==> src/clock_pll_pkg.sv <==
// Notes on behaviour
// - Divider select cleared halves the source clock; set passes it undivided.
// - With main clock off, only clock control and PLL registers take writes.
// - Setting the main clock enable while the PLL enable (bit 7) is set also enables the PLL clock.
// - After main clock enable, parameter writes wait for the core clock enable.
// - Denominator is sixteen bits: high byte 0x01, low byte 0x02, reset zero.
// - Numerator is sixteen bits: high byte 0x03, low byte 0x04, reset zero.
// - Integer multiplier codes 2 to 8 are direct; codes 0 and 1 are reserved.
// - Input divider codes 00 to 11 divide the pin clock by 1 to 4.
// - Integer setting bit 0 picks integer mode at 0, fractional at 1.
// - Offset 0x06 bit 0 is a read-only lock flag, reset zero.
// - PLL clock runs only with PLL enable and main clock enable; PLL off powers down.
package clock_pll_pkg;

  localparam logic [7:0] clock_control_offset = 8'h00;
  localparam logic [7:0] pll_denominator_high_offset = 8'h01;
  localparam logic [7:0] pll_denominator_low_offset = 8'h02;
  localparam logic [7:0] pll_numerator_high_offset = 8'h03;
  localparam logic [7:0] pll_numerator_low_offset = 8'h04;
  localparam logic [7:0] pll_integer_setting_offset = 8'h05;
  localparam logic [7:0] pll_lock_flag_offset = 8'h06;
  localparam logic [7:0] core_enable_offset = 8'h10;
  localparam logic [7:0] irq_status_offset = 8'h11;
  localparam logic [7:0] irq_mask_offset = 8'h12;
  localparam logic [7:0] param_base_offset = 8'h80;

  localparam int pll_enable_bit = 7;
  localparam int main_clock_source_select_bit = 3;
  localparam int master_clock_divider_select_bit = 1;
  localparam int main_clock_enable_bit = 0;
  localparam int int_mult_msb = 6;
  localparam int int_mult_lsb = 3;
  localparam int in_div_msb = 2;
  localparam int in_div_lsb = 1;
  localparam int pll_type_bit = 0;
  localparam int lock_bit = 0;
  localparam int core_clk_en_bit = 0;
  localparam int irq_lock_gained_bit = 0;
  localparam int irq_lock_lost_bit = 1;
  localparam int irq_write_refused_bit = 2;

  localparam logic [7:0] byte_reset = 8'h00;
  localparam logic [3:0] int_mult_min = 4'h2;
  localparam logic [3:0] int_mult_max = 4'h8;

  localparam int clk_sys_mhz = 250;
  localparam int lock_time_ns = 2000;
  localparam int lock_cycles = (lock_time_ns * clk_sys_mhz + 999) / 1000;

endpackage

==> src/pll_lock_timer.sv <==
`timescale 1ns/1ps
`default_nettype none

// Models PLL settling: the flag rises after the enable has held for a full count.
module pll_lock_timer #(
  parameter int lock_count = clock_pll_pkg::lock_cycles
) (
  // Clock and reset
  input wire logic clk_sys_i,
  input wire logic rst_i,
  // Control
  input wire logic enable_i,
  // Status
  output logic locked_o
);

  localparam int cnt_width = $clog2(lock_count + 1);
  localparam logic [cnt_width-1:0] cnt_done = cnt_width'(lock_count);

  logic [cnt_width-1:0] cnt;
  logic [cnt_width-1:0] next_cnt;
  logic next_locked;

  always_comb begin
    next_cnt = cnt;
    next_locked = locked_o;
    if (!enable_i) begin
      next_cnt = '0;
      next_locked = 1'b0;
    end else if (cnt != cnt_done) begin
      next_cnt = cnt + cnt_width'(1);
    end else begin
      next_locked = 1'b1;
    end
  end

  always_ff @(posedge clk_sys_i or posedge rst_i) begin
    if (rst_i) begin
      cnt <= '0;
      locked_o <= 1'b0;
    end else begin
      cnt <= next_cnt;
      locked_o <= next_locked;
    end
  end

  chk_lock_needs_enable: assert property (@(posedge clk_sys_i) disable iff (rst_i)
    $rose(locked_o) |-> $past(enable_i, 1) && $past(cnt, 1) == cnt_done)
    else $error("lock rose without a full settling count");

endmodule

`default_nettype wire

==> src/clock_pll_config_bank.sv <==
// The implementer's own choice: the strobed register port.
`timescale 1ns/1ps
`default_nettype none

module clock_pll_config_bank #(
  parameter int lock_count = clock_pll_pkg::lock_cycles
) (
  // Clock and reset
  input wire logic clk_sys_i,
  input wire logic rst_i,
  // Register port
  input wire logic [7:0] addr_i,
  input wire logic [7:0] wdata_i,
  input wire logic wr_i,
  input wire logic rd_i,
  output logic [7:0] rdata_o,
  // Clock pins
  input wire logic ext_clk_pin_i,
  input wire logic pll_clk_raw_i,
  // Clock controls
  output logic main_clk_en_o,
  output logic pll_power_o,
  output logic pll_clk_active_o,
  output logic main_src_pll_o,
  output logic mclk_tick_o,
  output logic core_clk_en_o,
  // PLL settings
  output logic [2:0] pll_in_div_o,
  output logic [3:0] pll_int_mult_o,
  output logic pll_frac_mode_o,
  output logic [15:0] pll_num_o,
  output logic [15:0] pll_den_o,
  // Parameter writes
  output logic param_wr_o,
  output logic [7:0] param_addr_o,
  output logic [7:0] param_data_o,
  // Interrupt
  output logic irq_o
);

  ////////////////////////////////////////////////////////////////////////////

  logic [7:0] clk_ctrl, den_h, den_l, num_h, num_l, int_set, lock_res;
  logic [7:0] core_en, irq_stat, irq_mask;
  logic [7:0] next_clk_ctrl, next_den_h, next_den_l, next_num_h, next_num_l;
  logic [7:0] next_int_set, next_lock_res, next_core_en, next_irq_stat, next_irq_mask;
  logic [7:0] next_rdata, next_param_addr, next_param_data;
  logic next_param_wr;
  logic locked, locked_d, next_locked_d;
  logic main_on, pll_en, mult_ok;
  logic wr_ok, wr_refused, pll_area;

  assign main_on = clk_ctrl[clock_pll_pkg::main_clock_enable_bit];
  assign pll_en = clk_ctrl[clock_pll_pkg::pll_enable_bit];
  assign mult_ok = int_set[clock_pll_pkg::int_mult_msb:clock_pll_pkg::int_mult_lsb]
    >= clock_pll_pkg::int_mult_min
    && int_set[clock_pll_pkg::int_mult_msb:clock_pll_pkg::int_mult_lsb]
    <= clock_pll_pkg::int_mult_max;

  // Clock control and the six PLL registers stay writable with the main clock off.
  assign pll_area = addr_i <= clock_pll_pkg::pll_lock_flag_offset;
  assign wr_ok = wr_i && (main_on || pll_area);
  assign wr_refused = wr_i && !pll_area && (!main_on
    || (addr_i >= clock_pll_pkg::param_base_offset
    && !core_en[clock_pll_pkg::core_clk_en_bit]));

  ////////////////////////////////////////////////////////////////////////////

  always_comb begin
    next_clk_ctrl = clk_ctrl;
    next_den_h = den_h;
    next_den_l = den_l;
    next_num_h = num_h;
    next_num_l = num_l;
    next_int_set = int_set;
    next_lock_res = lock_res;
    next_core_en = core_en;
    next_irq_mask = irq_mask;
    next_irq_stat = irq_stat;
    next_param_wr = 1'b0;
    next_param_addr = param_addr_o;
    next_param_data = param_data_o;
    next_locked_d = locked;
    if (wr_ok) begin
      unique case (addr_i)
        clock_pll_pkg::clock_control_offset: next_clk_ctrl = wdata_i;
        clock_pll_pkg::pll_denominator_high_offset: next_den_h = wdata_i;
        clock_pll_pkg::pll_denominator_low_offset: next_den_l = wdata_i;
        clock_pll_pkg::pll_numerator_high_offset: next_num_h = wdata_i;
        clock_pll_pkg::pll_numerator_low_offset: next_num_l = wdata_i;
        clock_pll_pkg::pll_integer_setting_offset: next_int_set = wdata_i;
        clock_pll_pkg::pll_lock_flag_offset: next_lock_res = {wdata_i[7:1], 1'b0};
        clock_pll_pkg::core_enable_offset: next_core_en = {7'h00, wdata_i[0]};
        clock_pll_pkg::irq_status_offset: next_irq_stat = irq_stat & ~wdata_i;
        clock_pll_pkg::irq_mask_offset: next_irq_mask = {5'h00, wdata_i[2:0]};
        default: begin
          if (addr_i >= clock_pll_pkg::param_base_offset
              && core_en[clock_pll_pkg::core_clk_en_bit]) begin
            next_param_wr = 1'b1;
            next_param_addr = addr_i;
            next_param_data = wdata_i;
          end
        end
      endcase
    end
    // Events are applied after the clear so that a set in the same cycle wins.
    if (locked && !locked_d) begin
      next_irq_stat[clock_pll_pkg::irq_lock_gained_bit] = 1'b1;
    end
    if (!locked && locked_d) begin
      next_irq_stat[clock_pll_pkg::irq_lock_lost_bit] = 1'b1;
    end
    if (wr_refused) begin
      next_irq_stat[clock_pll_pkg::irq_write_refused_bit] = 1'b1;
    end
  end

  always_ff @(posedge clk_sys_i or posedge rst_i) begin
    if (rst_i) begin
      clk_ctrl <= clock_pll_pkg::byte_reset;
      den_h <= clock_pll_pkg::byte_reset;
      den_l <= clock_pll_pkg::byte_reset;
      num_h <= clock_pll_pkg::byte_reset;
      num_l <= clock_pll_pkg::byte_reset;
      int_set <= clock_pll_pkg::byte_reset;
      lock_res <= clock_pll_pkg::byte_reset;
      core_en <= clock_pll_pkg::byte_reset;
      irq_stat <= clock_pll_pkg::byte_reset;
      irq_mask <= clock_pll_pkg::byte_reset;
      param_wr_o <= 1'b0;
      param_addr_o <= 8'h00;
      param_data_o <= 8'h00;
      locked_d <= 1'b0;
    end else begin
      clk_ctrl <= next_clk_ctrl;
      den_h <= next_den_h;
      den_l <= next_den_l;
      num_h <= next_num_h;
      num_l <= next_num_l;
      int_set <= next_int_set;
      lock_res <= next_lock_res;
      core_en <= next_core_en;
      irq_stat <= next_irq_stat;
      irq_mask <= next_irq_mask;
      param_wr_o <= next_param_wr;
      param_addr_o <= next_param_addr;
      param_data_o <= next_param_data;
      locked_d <= next_locked_d;
    end
  end

  ////////////////////////////////////////////////////////////////////////////

  always_comb begin
    next_rdata = 8'h00;
    if (rd_i) begin
      unique case (addr_i)
        clock_pll_pkg::clock_control_offset: next_rdata = clk_ctrl;
        clock_pll_pkg::pll_denominator_high_offset: next_rdata = den_h;
        clock_pll_pkg::pll_denominator_low_offset: next_rdata = den_l;
        clock_pll_pkg::pll_numerator_high_offset: next_rdata = num_h;
        clock_pll_pkg::pll_numerator_low_offset: next_rdata = num_l;
        clock_pll_pkg::pll_integer_setting_offset: next_rdata = int_set;
        clock_pll_pkg::pll_lock_flag_offset: next_rdata = {lock_res[7:1], locked};
        clock_pll_pkg::core_enable_offset: next_rdata = core_en;
        clock_pll_pkg::irq_status_offset: next_rdata = irq_stat;
        clock_pll_pkg::irq_mask_offset: next_rdata = irq_mask;
        default: next_rdata = 8'h00;
      endcase
    end
  end

  always_ff @(posedge clk_sys_i or posedge rst_i) begin
    if (rst_i) begin
      rdata_o <= 8'h00;
    end else begin
      rdata_o <= next_rdata;
    end
  end

  ////////////////////////////////////////////////////////////////////////////

  pll_lock_timer #(
    .lock_count(lock_count)
  ) lock_timer (
    .clk_sys_i(clk_sys_i),
    .rst_i(rst_i),
    .enable_i(pll_clk_active_o && mult_ok),
    .locked_o(locked)
  );

  assign main_clk_en_o = main_on;
  assign pll_power_o = pll_en;
  assign pll_clk_active_o = pll_en && main_on;
  assign main_src_pll_o = clk_ctrl[clock_pll_pkg::main_clock_source_select_bit];
  assign core_clk_en_o = core_en[clock_pll_pkg::core_clk_en_bit];
  assign pll_in_div_o = {1'b0, int_set[clock_pll_pkg::in_div_msb:clock_pll_pkg::in_div_lsb]}
    + 3'h1;
  assign pll_int_mult_o = int_set[clock_pll_pkg::int_mult_msb:clock_pll_pkg::int_mult_lsb];
  assign pll_frac_mode_o = int_set[clock_pll_pkg::pll_type_bit];
  assign pll_num_o = pll_frac_mode_o ? {num_h, num_l} : 16'h0000;
  assign pll_den_o = pll_frac_mode_o ? {den_h, den_l} : 16'h0000;
  assign irq_o = |(irq_stat & irq_mask);

  ////////////////////////////////////////////////////////////////////////////

  // Both clock sources come from outside and pass three flops before use.
  logic [2:0] ext_sync, pll_sync, next_ext_sync, next_pll_sync;
  logic ext_lvl, pll_lvl, next_ext_lvl, next_pll_lvl;
  logic div_phase, next_div_phase, next_mclk_tick, src_tick;

  always_comb begin
    next_ext_sync = {ext_sync[1:0], ext_clk_pin_i};
    next_pll_sync = {pll_sync[1:0], pll_clk_raw_i};
    next_ext_lvl = (ext_sync[1] == ext_sync[2]) ? ext_sync[2] : ext_lvl;
    next_pll_lvl = (pll_sync[1] == pll_sync[2]) ? pll_sync[2] : pll_lvl;
    if (main_src_pll_o) begin
      src_tick = next_pll_lvl && !pll_lvl && pll_clk_active_o;
    end else begin
      src_tick = next_ext_lvl && !ext_lvl;
    end
    next_div_phase = div_phase;
    next_mclk_tick = 1'b0;
    if (!main_on) begin
      next_div_phase = 1'b0;
    end else if (src_tick) begin
      next_div_phase = !div_phase;
      next_mclk_tick = clk_ctrl[clock_pll_pkg::master_clock_divider_select_bit]
        || div_phase;
    end
  end

  always_ff @(posedge clk_sys_i or posedge rst_i) begin
    if (rst_i) begin
      ext_sync <= 3'h0;
      pll_sync <= 3'h0;
      ext_lvl <= 1'b0;
      pll_lvl <= 1'b0;
      div_phase <= 1'b0;
      mclk_tick_o <= 1'b0;
    end else begin
      ext_sync <= next_ext_sync;
      pll_sync <= next_pll_sync;
      ext_lvl <= next_ext_lvl;
      pll_lvl <= next_pll_lvl;
      div_phase <= next_div_phase;
      mclk_tick_o <= next_mclk_tick;
    end
  end

  ////////////////////////////////////////////////////////////////////////////

  chk_div_bypass: assert property (@(posedge clk_sys_i) disable iff (rst_i)
    src_tick && main_on && clk_ctrl[clock_pll_pkg::master_clock_divider_select_bit]
    |=> mclk_tick_o)
    else $error("undivided source tick did not reach the master clock");

  chk_div_halve: assert property (@(posedge clk_sys_i) disable iff (rst_i)
    src_tick && main_on && !clk_ctrl[clock_pll_pkg::master_clock_divider_select_bit]
    && !div_phase |=> !mclk_tick_o ##0 div_phase)
    else $error("divide by two passed the first source tick");

  chk_write_gate: assert property (@(posedge clk_sys_i) disable iff (rst_i)
    wr_i && !main_on && addr_i == clock_pll_pkg::core_enable_offset
    |=> core_en == $past(core_en) && irq_stat[clock_pll_pkg::irq_write_refused_bit])
    else $error("write accepted while main clock off");

  chk_pll_clk_on: assert property (@(posedge clk_sys_i) disable iff (rst_i)
    wr_i && addr_i == clock_pll_pkg::clock_control_offset && wdata_i[0] && wdata_i[7]
    |=> pll_clk_active_o && main_clk_en_o)
    else $error("main clock enable did not enable the PLL clock");

  chk_param_block: assert property (@(posedge clk_sys_i) disable iff (rst_i)
    wr_i && addr_i >= clock_pll_pkg::param_base_offset && !core_clk_en_o
    |=> !param_wr_o)
    else $error("parameter write passed before core clock enable");

  chk_den_store: assert property (@(posedge clk_sys_i) disable iff (rst_i)
    wr_i && addr_i == clock_pll_pkg::pll_denominator_high_offset |=> den_h == $past(wdata_i))
    else $error("denominator high byte not stored");

  chk_den_read: assert property (@(posedge clk_sys_i) disable iff (rst_i)
    rd_i && addr_i == clock_pll_pkg::pll_denominator_high_offset |=> rdata_o == $past(den_h))
    else $error("denominator high byte read back wrong");

  chk_num_read: assert property (@(posedge clk_sys_i) disable iff (rst_i)
    rd_i && addr_i == clock_pll_pkg::pll_numerator_low_offset |=> rdata_o == $past(num_l))
    else $error("numerator low byte read back wrong");

  chk_lock_read: assert property (@(posedge clk_sys_i) disable iff (rst_i)
    rd_i && addr_i == clock_pll_pkg::pll_lock_flag_offset |=> rdata_o[0] == $past(locked))
    else $error("lock flag read back wrong");

  chk_int_mode: assert property (@(posedge clk_sys_i) disable iff (rst_i)
    !int_set[clock_pll_pkg::pll_type_bit] |-> pll_num_o == 16'h0000 && pll_den_o == 16'h0000)
    else $error("fraction visible in integer mode");

  chk_lock_clear: assert property (@(posedge clk_sys_i) disable iff (rst_i)
    !pll_en |=> !locked)
    else $error("lock stayed with PLL disabled");

endmodule

`default_nettype wire

==> config.mk <==
export PLATFORM = sky130hd
export DESIGN_NAME = clock_pll_config_bank
export DESIGN_NICKNAME = d
export VERILOG_FILES = /design/src/clock_pll_pkg.sv /design/src/pll_lock_timer.sv /design/src/clock_pll_config_bank.sv
export SDC_FILE = /design/constraint.sdc
export NUM_CORES = 1
export LEC_CHECK = 0
export ABC_AREA = 1
export BUFFER_PORTS_ARGS = -buffer_cell sky130_fd_sc_hd__buf_2
export CAP_MARGIN = 20
export CORE_ASPECT_RATIO = 0.6
export CORE_UTILIZATION = 39
export DETAILED_ROUTE_END_ITERATION = 10
export SYNTH_ARGS = -nofsm -noshare
export SYNTH_HDL_FRONTEND = slang
export SYNTH_SLANG_ARGS = --single-unit
==> constraint.sdc <==
create_clock -name clk_sys_i -period 4.7 [get_ports clk_sys_i]
set_input_delay 0.705 -clock clk_sys_i [delete_from_list [all_inputs] [get_ports clk_sys_i]]
set_output_delay 0.705 -clock clk_sys_i [all_outputs]
set_load 0.02 [all_outputs]
==> results.md, run 1 <==
* HP Class: in2async
* Total grt overflow at 0
* H-tree depth at 4
* Cell family with most CP delay: simple AND/OR/NAND/NOR gates
* Routability congestion estimate at 0.910
* First drt pass iteration count at 5
* Netlist cell types at 34
* Clock Latency Late Sink at around 0.41 ns
* CP Cell Sequence: buf_2 -> nor2_2 -> nand2_4 -> o21ai_4 -> nand2_4 -> nor2_1 -> or2_2
* Unrepaired setup endpoints after global routing: false
* Number of synthesized register bits at 113
* Metal3 WL at 1410 um
* CTS tree: built
* Fillers at 1335
* Largest net degree at the start of global routing at 64
* Final instance area at 6810 um^2
* Slowest cell on crit path: nor2_1
* Final Total Pwr at 2840 uW
* Most frequent CP cell: nand2_4
* Pre-CTS setup slack at ~1.9 ns
* Max Root-Sink Buffers at 2
* DIE AREA at 14600 um^2
* Num CTS Buffers at 17
* Vias in the first global route at 4700
* Tcrit/Tclk final at 0.501
* Core ar. at 13700 um^2
* DRT met1 WL at 7740 um
* Slew HR at 0.386
* Nets at ~810
* Critical Path Fanout Max at 63
* CP arrival at around 2.7 ns
* Crit Path Category: in2reg
* Count of final setup violators at 0
* Top sig layer: met4
* Worst EP required at 5.05 ns
* Share of cells above drive strength 1 at 0.198
* Syn Area/Cell at 7.87 um^2
* Clock root buffer: clkbuf_16
* Row count at 33
* # clock sinks at 113
* Initial Util at 0.402
* Max Fclk at ~0.42 GHz
* Worst-Margin Slew at 0.918 ns
* Met2 routed WL at 6410 um
* Setup Skew at 0.00462 ns
* DR vias/cell at 5.13
* Dpl cell area at a little over 6000 um^2
* Status: finished clean
* Antenna viol nets, final at 0
* Post-Syn Instances at 700
* Syn nets at 725
* Tmin final at 2.35 ns
* Buf/Inv on CP at 1
* Worst Setup Start Kind: input port
* Final hold vios at 0
* Peak VDD IR at 0.199 mV
* Total number of yosys warnings at 0
* Antenna violations before repair at 0
* Antenna Cells at 0
* # DRC at 0
* Most frequent cells in the layout: 250 x nand2_1, 113 x dfrtp_1, 93 x buf_2
* Post-CTS setup buffers at 0
* Final wirelength at 15800 um
* Commonest non-fill, non-tap cell in the layout: nand2_1
* Post-synthesis sequential area ratio at 0.513
* Critical path capture point type: flop
* Ports at 94
* Worst R2R Start: clk_ctrl[0]$_DFFE_PP0P_
* Syn Std Cell Area at 5510 um^2
* FF-to-FF path depth at 5
* Die H at 94.1 um
* CP peak stage delay at 0.71 ns
* Max cap viols at 0
* Initial DRC Count at 422
* Clk slew on worst S/H paths at approximately 0.050 ns
* Via count at 5080
* Setup_tns at 0 ns
* Layout area overhead at 23.5%
* Overall routing resource usage at 0.234
* Setup slack, reg-to-reg at 2.44 ns
* Static leakage at 0.00386 uW
* Final worst setup slack at roughly 2.3 ns
* Hold_buf cts at 0
* First-pass GRT wire length at 25400 um
* Final Max Tran Viols at 0
* Die Width at 155 um
* Final HPWL DP at 11300 um
* Pwr dens at 417 nW/um^2
* Reg2reg end: param_addr_o[7]$_DFFE_PP0P_
* CTS resizes at 0
* PortBufs at 93
* Drt wl/cell at between 15 and 20 um
Yosys cell counts:
| library cell | n | area (um^2) |
|---|---|---|
| nand4_1 | 11 | 68.8 |
| inv_2 | 6 | 22.5 |
| nor3_1 | 4 | 20.0 |
| o21ai_2 | 1 | 8.76 |
| o211ai_1 | 1 | 7.51 |
| a41oi_1 | 1 | 8.76 |
| buf_8 | 1 | 15.0 |
| a31oi_1 | 1 | 6.26 |
| inv_1 | 66 | 248 |
| nor3b_1 | 1 | 7.51 |
| nor2_1 | 45 | 169 |
| nand2_1 | 250 | 938 |
| a21boi_0 | 2 | 15.0 |
| a21boi_1 | 2 | 15.0 |
| nor2_2 | 10 | 62.6 |
| nor2_4 | 2 | 22.5 |
| a21oi_1 | 11 | 55.1 |
| o21ai_4 | 1 | 16.3 |
| nand3_1 | 46 | 230 |
| buf_4 | 6 | 45.0 |
| maj3_1 | 1 | 10.0 |
| o21a_1 | 1 | 7.51 |
| o21ai_0 | 72 | 360 |
| ha_1 | 3 | 37.5 |
| o21ai_1 | 7 | 35.0 |
| or2_2 | 1 | 6.26 |
| nor3_2 | 1 | 10.0 |
| o21bai_1 | 1 | 7.51 |
| buf_2 | 3 | 15.0 |
| nand2_2 | 3 | 18.8 |
| nand2_4 | 2 | 22.5 |
| dfrtp_1 | 113 | 2830 |
| nor2_8 | 5 | 100 |
| clkbuf_1 | 19 | 71.3 |
worst register-to-register path, stage by stage, from the launching register on:
cell	delay (ns)
dfrtp_1	0.47
inv_1	0.21
o21ai_4	0.11
nand2_4	0.58
nor2_1	0.41
or2_2	0.37
area by class of cell:
| cell class | instances | area (um^2) | share of cell area |
|---|---|---|---|
| sequential | 113 | 2830 | 0.415 |
| multi-input combinational | 486 | 2270 | 0.333 |
| timing repair buffer | 96 | 508 | 0.0746 |
| clock buffer | 22 | 464 | 0.0682 |
| inverter | 72 | 273 | 0.0401 |
| tap | 192 | 240 | 0.0353 |
| clock inverter | 10 | 229 | 0.0336 |
where the power goes:
part / internal, uW / leakage, uW / switching, uW
clock: 1070 / 0.000338 / 445
sequential: 1030 / 0.00149 / 45.0
combinational: 66.8 / 0.00204 / 177
total: 2180 / 0.00386 / 666
flip-flops by register name, summed over array words and instances (netlist names), 7 cells and up:
| register | flops |
|---|---|
| num_h | 8 |
| rdata_o | 8 |
| den_l | 8 |
| lock_res | 7 |
| int_set | 8 |
| num_l | 8 |
| den_h | 8 |
| param_addr_o | 8 |
| lock_timer.cnt | 9 |
| param_data_o | 8 |
| clk_ctrl | 8 |
| irq_stat | 8 |
cells by family after synthesis:
| kind of cell | count (synthesis) | synth area share |
|---|---|---|
| adder cells (fa/ha/maj) | 4 | 0.00863 |
| AO/OA/AOI/OAI | 101 | 0.0985 |
| buffers and inverters | 101 | 0.0756 |
| flip-flops | 113 | 0.513 |
| AND/OR/NAND/NOR | 381 | 0.304 |
worst max path at each step:
stage	start	to	slack, ns	depth (start not counted)
global route	addr_i[4]	param_data_o[6]$_DFFE_PP0P_	2.12	8
detailed placement	addr_i[4]	param_addr_o[7]$_DFFE_PP0P_	1.91	7
global placement	addr_i[4]	param_addr_o[4]$_DFFE_PP0P_	1.98	8
floorplan	rst_i	clk_ctrl[0]$_DFFE_PP0P_	1.01	1
CTS	int_set[0]$_DFFE_PP0P_	pll_den_o[8]	2.10	3
finish	addr_i[4]	param_addr_o[7]$_DFFE_PP0P_	2.35	7
routing by layer:
layer / up-vias / GRT usage
met4: 0 / 0.0613
met5: - / 0
met1: 2453 / 0.344
met3: 23 / 0.0835
met2: 207 / 0.319
li1: 2397 / -
through the flow:
stage,std cells,hold WS (ns),utilization
floorplan,700,0.331,-
global placement,958,0.339,0.444
detailed placement,958,0.337,0.444
CTS,990,0.350,0.495
global route,991,0.366,0.497
finish,991,0.329,0.497
(Power assumes the default switching activity.)
==> inputs of run 2 (changes only) <==
- clock period: 4.7 -> 2 ns (I/O delays scaled with it)
==> results.md, run 2 (synthesis results as in run 1) <==
* Sequential power share at 0.413
* Final Max Tran Viols at 0
* Initial Util at 0.402
* CTS resizes at 0
* Via count at 5109
* Status: finished clean
* First-pass GRT wire length at about 26000 um
* Unrepaired setup endpoints after global routing: false
* Commonest non-fill, non-tap cell in the layout: nand2_1
* Clk slew on worst S/H paths at about 0.060 ns
* Sw Ratio at 0.267
* Share of cells above drive strength 1 at 0.215
* HP Class: in2async
* PortBufs at 93
* Critical Path Fanout Max at 25
* Pwr dens at between 800 and 900 nW/um^2
* Antenna violations before repair at 0
* Most flops, register: lock_timer.cnt
* Fillers at around 1300
* Overall routing resource usage at 0.241
* Max FFs per register at 9
* Sw power at 1640 uW
* Static leakage at between 0.003 and 0.004 uW
* Nets at 827
* Combinational Power Share at 0.095
* First drt pass iteration count at 6
* Critical path capture point type: output pin
* DIE AREA at 14600 um^2
* Final wirelength at 16200 um
* Antenna Cells at 0
* Setup_tns at 0 ns
* Num CTS Buffers at 17
* Final HPWL DP at 11500 um
* Clock Latency Late Sink at 0.42 ns
* Count of final setup violators at 0
* Die Width at 155 um
* Final worst setup slack at 0.209 ns
* Setup Skew at 0.00826 ns
* CP arrival at 1.49 ns
* # DRC at 0
* Core ar. at 13700 um^2
* Crit Path Category: reg2out
* P_int at 4490 uW
* Tmin final at 1.79 ns
* Max Fclk at approximately 0.56 GHz
* Core Util, Final at 0.499
* Met1 Use GR at 0.355
* Hold slack at between 0.02 and 0.025 ns
* Ports at 94
* Final hold vios at 0
* Drt wl/cell at between 15 and 20 um
* Layout area overhead at 24.0%
* DR vias/cell at 5.07
* Clk network pwr share at 0.492
* Pre-CTS setup slack at 0.263 ns
* GR Layer Usage met3 at 0.0696
* Row count at 33
* Worst EP required at 1.70 ns
* Vias in the first global route at 4860
* Antenna viol nets, final at 0
* Worst-Margin Slew at 0.651 ns
* Max Root-Sink Buffers at 2
* Slew HR at 0.566
* Peak VDD IR at 0.466 mV
* Tcrit/Tclk final at 0.896
* Total grt overflow at 0
* # clock sinks at 113
* Die H at roughly 94 um
* Initial DRC Count at 398
* Met2 usage at 0.334
* Routability congestion estimate at 0.899
* H-tree depth at 4
* Most frequent cells in the layout: 250 x nand2_1, 113 x dfrtp_1, 93 x buf_2
* Max cap viols at 0
* Worst Setup Start Kind: flop
* CTS tree: built
* FF-to-FF path depth at 7
* Most Crowded Layer GR: met1
* Clock root buffer: clkbuf_16
* Largest net degree at the start of global routing at ~110
-- run 2: changes by cell type in the layout (fill, tap and decap cells not counted) --
cell	delta
buf_4	+13
clkinvlp_4	+6
bufinv_16	-5
clkbuf_1	-3
buf_12	+2
clkinv_2	+2
dlygate4sd3_1	+2
inv_6	+2
buf_16	-1
clkinv_4	-1
inv_4	-1
-- run 2: per-layer routing --
metal | up-vias | part of all wire | wire length, um
met5 | - | 0 | 0
met4 | 0 | 0.014 | 229
met3 | 25 | 0.095 | 1540
met2 | 229 | 0.40 | 6470
met1 | 2424 | 0.49 | 7960
li1 | 2431 | - | -
-- run 2: critical path, cell delays in order, from the launching register on --
cell and delay (ns):
dfrtp_1 0.58, buf_12 0.21, nand2_1 0.07, inv_1 0.05, buf_2 0.15
-- run 2: worst paths after layout --
kind	slack [ns]	end	start
max	0.21	pll_den_o[1]	int_set[0]$_DFFE_PP0P_
min	0.02	core_en[0]$_DFFE_PP0P_	rst_i
max reg2reg	0.35	num_l[0]$_DFFE_PP0P_	clk_ctrl[0]$_DFFE_PP0P_
min reg2reg	0.35	pll_sync[1]$_DFF_PP0_	pll_sync[0]$_DFF_PP0_
max in group asynchronous	1.45	den_h[1]$_DFFE_PP0P_	rst_i
min in group clk_sys_i	0.09	rdata_o[0]$_DFF_PP0_	rd_i
-- run 2: what timing repair did --
| action | in CTS | in global routing |
|---|---|---|
| hold endpoints to repair | 2 | 0 |
| setup buffers | 0 | 0 |
| hold buffers | 2 | 0 |
-- run 2: power groups by stage --
stage          clock network [uW]  logic [uW]  registers [uW]
2_1_floorplan                   0         302            2620
3_3_place_gp                    0         569            2570
3_5_place_dp                    0         580            2570
4_1_cts                      3050         586            2530
5_1_grt                      3160         642            2550
6_report                     3010         583            2530
-- run 2: final cells by class --
class | count | area, um^2 | area share
Tap cell | 192 | 240 | 0.0351
Timing Repair Buffer | 112 | 638 | 0.0934
Multi-Input combinational cell | 486 | 2270 | 0.332
Inverter | 72 | 274 | 0.0401
Sequential cell | 113 | 2830 | 0.414
Clock inverter | 13 | 135 | 0.0198
Clock buffer | 19 | 453 | 0.0663
-- run 2: stage by stage --
stage	instance area, um^2	total power, uW	instances
floorplan	5520	2920	700
global route	6840	6350	1007
finish	6840	6130	1007
global placement	6230	3140	973
detailed placement	6230	3150	973
CTS	6840	6170	1007
==> inputs of run 3 (changes only) <==
- BUFFER_PORTS_ARGS: -buffer_cell sky130_fd_sc_hd__buf_2 -> not set
- DONT_BUFFER_PORTS: not set -> 1
- GPL_TIMING_DRIVEN: not set -> 0
==> results.md, run 3 (synthesis results as in run 1) <==
* Clock Latency Late Sink at 0.42 ns
* Sequential power share at 0.401
* Total grt overflow at 0
* Nets at 751
* Final HPWL DP at 12400 um
* Max cap viols at 0
* Clk slew on worst S/H paths at 0.06 ns
* Max FFs per register at 9
* PortBufs at 0
* Critical Path Fanout Max at 10
* DP Cell Count at 895
* Antenna violations before repair at 0
* CP Cell Sequence: clkbuf_2 -> clkbuf_2 -> nand2_1 -> inv_1
* Setup Skew at roughly 0.0077 ns
* Peak VDD IR at 0.527 mV
* Worst Setup Start Kind: flop
* Worst EP required at 1.70 ns
* Status: finished clean
* Ports at between 90 and 100
* HP Class: in2reg
* Crit Path Category: reg2out
* Clk network pwr share at 0.533
* Combinational Power Share at 0.066
* Pwr dens at 1000 nW/um^2
* Most flops, register: lock_timer.cnt
* Final Total Pwr at 6540 uW
* Critical path capture point type: output pin
* DIE AREA at between 10000 and 15000 um^2
* Via count at 4980
* Count of final setup violators at 0
* Final Max Tran Viols at 0
* Vias in the first global route at 4895
* First-pass GRT wire length at 26900 um
* Antenna viol nets, final at 0
* Clock root buffer: clkbuf_16
* CP arrival at 1.56 ns
* First drt pass iteration count at 7
* Num CTS Buffers at 17
* Final hold vios at 0
* Initial DRC Count at roughly 620
* P_int at 4910 uW
* # clock sinks at approximately 110
* CTS tree: built
* Layout area overhead at 18.7%
* Commonest non-fill, non-tap cell in the layout: nand2_1
* Buf/Inv on CP at 3
* Initial Util at 0.402
* Sw power at roughly 1600 uW
* Drt wl/cell at 18.4 um
* Row count at 33
* Slowest cell on crit path: dfrtp_2
* DR vias/cell at roughly 5.3
* Slew HR at 0.415
* Cell family with most CP delay: buffers and inverters
* Largest net degree at the start of global routing at 36
* Unrepaired setup endpoints after global routing: false
* Fillers at 1329
* CP peak stage delay at 0.42 ns
* Routability congestion estimate at 0.928
* Post-Layout Cell Count at 931
* Die Width at approximately 160 um
* Static leakage at 0.00349 uW
* Max Root-Sink Buffers at 2
* Tmin final at 1.86 ns
* Antenna Cells at 0
* Tcrit/Tclk final at 0.928
* Share of cells above drive strength 1 at 0.114
* Worst-Margin Slew at about 0.9 ns
* Max Fclk at 0.539 GHz
* Sw Ratio at 0.249
* Overall routing resource usage at 0.250
* H-tree depth at 4
* Most frequent CP cell: clkbuf_2
* # DRC at 0
* Die H at between 90 and 100 um
* Most frequent cells in the layout: 250 x nand2_1, 111 x dfrtp_1, 72 x o21ai_0
* Final wirelength at approximately 17000 um
* Core ar. at 13700 um^2
run 3: cell count changes in the layout (fill, tap and decap cells not counted), moves of 3 or more:
cell | before | now
clkbuf_2 | 0 | 3
clkbuf_1 | 0 | 15
bufinv_16 | 2 | 6
buf_2 | 93 | 3
buf_4 | 15 | 6
run 3: final cells by class:
class | count | area [um^2] | area share
Inverter | 72 | 274 | 0.0419
Clock buffer | 18 | 439 | 0.0672
Clock inverter | 14 | 235 | 0.0360
Sequential cell | 113 | 2830 | 0.433
Tap cell | 192 | 240 | 0.0367
Multi-Input combinational cell | 486 | 2270 | 0.347
Timing Repair Buffer | 7 | 100 | 0.0153
Buffer | 29 | 154 | 0.0235
run 3: layer usage:
| layer | GRT usage | vias up | wire length (um) |
|---|---|---|---|
| met5 | 0 | - | 0 |
| met4 | 0.0760 | 0 | 221 |
| met3 | 0.0632 | 24 | 1750 |
| met2 | 0.359 | 260 | 7090 |
| met1 | 0.366 | 2424 | 8060 |
| li1 | - | 2272 | - |
run 3: stage by stage:
step	utilization	instance area, um^2	hold slack (ns)	setup WS [ns]	TNS, ns
after floorplan	-	5520	0.331	0.329	0
after global placement	0.420	5760	0.331	-0.283	-30.75
after CTS	0.477	6540	0.0125	0.0196	0
after detailed placement	0.424	5820	0.222	0.0123	0
final	0.477	6540	0.0194	0.144	0
after global routing	0.477	6540	0.0198	0.0213	0
run 3: worst register-to-register path, cell delays in order, from the launching register on:
cell	delay, ns
dfrtp_2	0.50
inv_1	0.19
o21ai_4	0.12
nand2_4	0.16
clkbuf_1	0.53
o21ai_0	0.18
nand2_1	0.08
run 3: repair_timing:
item	4_1_cts	5_1_grt
setup endpoints to repair	30	34
resized for setup	4	4
hold buffers	4	0
endpoints found under the hold margin	22	0
buffers inserted	0	0
run 3: final timing paths:
kind | from | slack, ns | to | cells after the start
hold / removal | addr_i[4] | 0.02 | param_addr_o[4]$_DFFE_PP0P_ | 2
max in group asynchronous | rst_i | 0.86 | int_set[1]$_DFFE_PP0P_ | 4
hold reg to reg | pll_sync[0]$_DFF_PP0_ | 0.35 | pll_sync[1]$_DFF_PP0_ | 0
min in group asynchronous | rst_i | 0.40 | pll_sync[1]$_DFF_PP0_ | 2
setup reg to reg | clk_ctrl[0]$_DFFE_PP0P_ | 0.18 | den_h[1]$_DFFE_PP0P_ | 6
setup / recovery | int_set[0]$_DFFE_PP0P_ | 0.14 | pll_den_o[2] | 4
run 3: power by group through the flow:
| stage | Sequential (uW) | Clock (uW) | Combinational, uW |
|---|---|---|---|
| floorplan | 2620 | 0 | 302 |
| global placement | 2660 | 0 | 395 |
| detailed placement | 2660 | 0 | 426 |
| CTS | 2620 | 3520 | 435 |
| global route | 2640 | 3620 | 485 |
| finish | 2620 | 3490 | 435 |
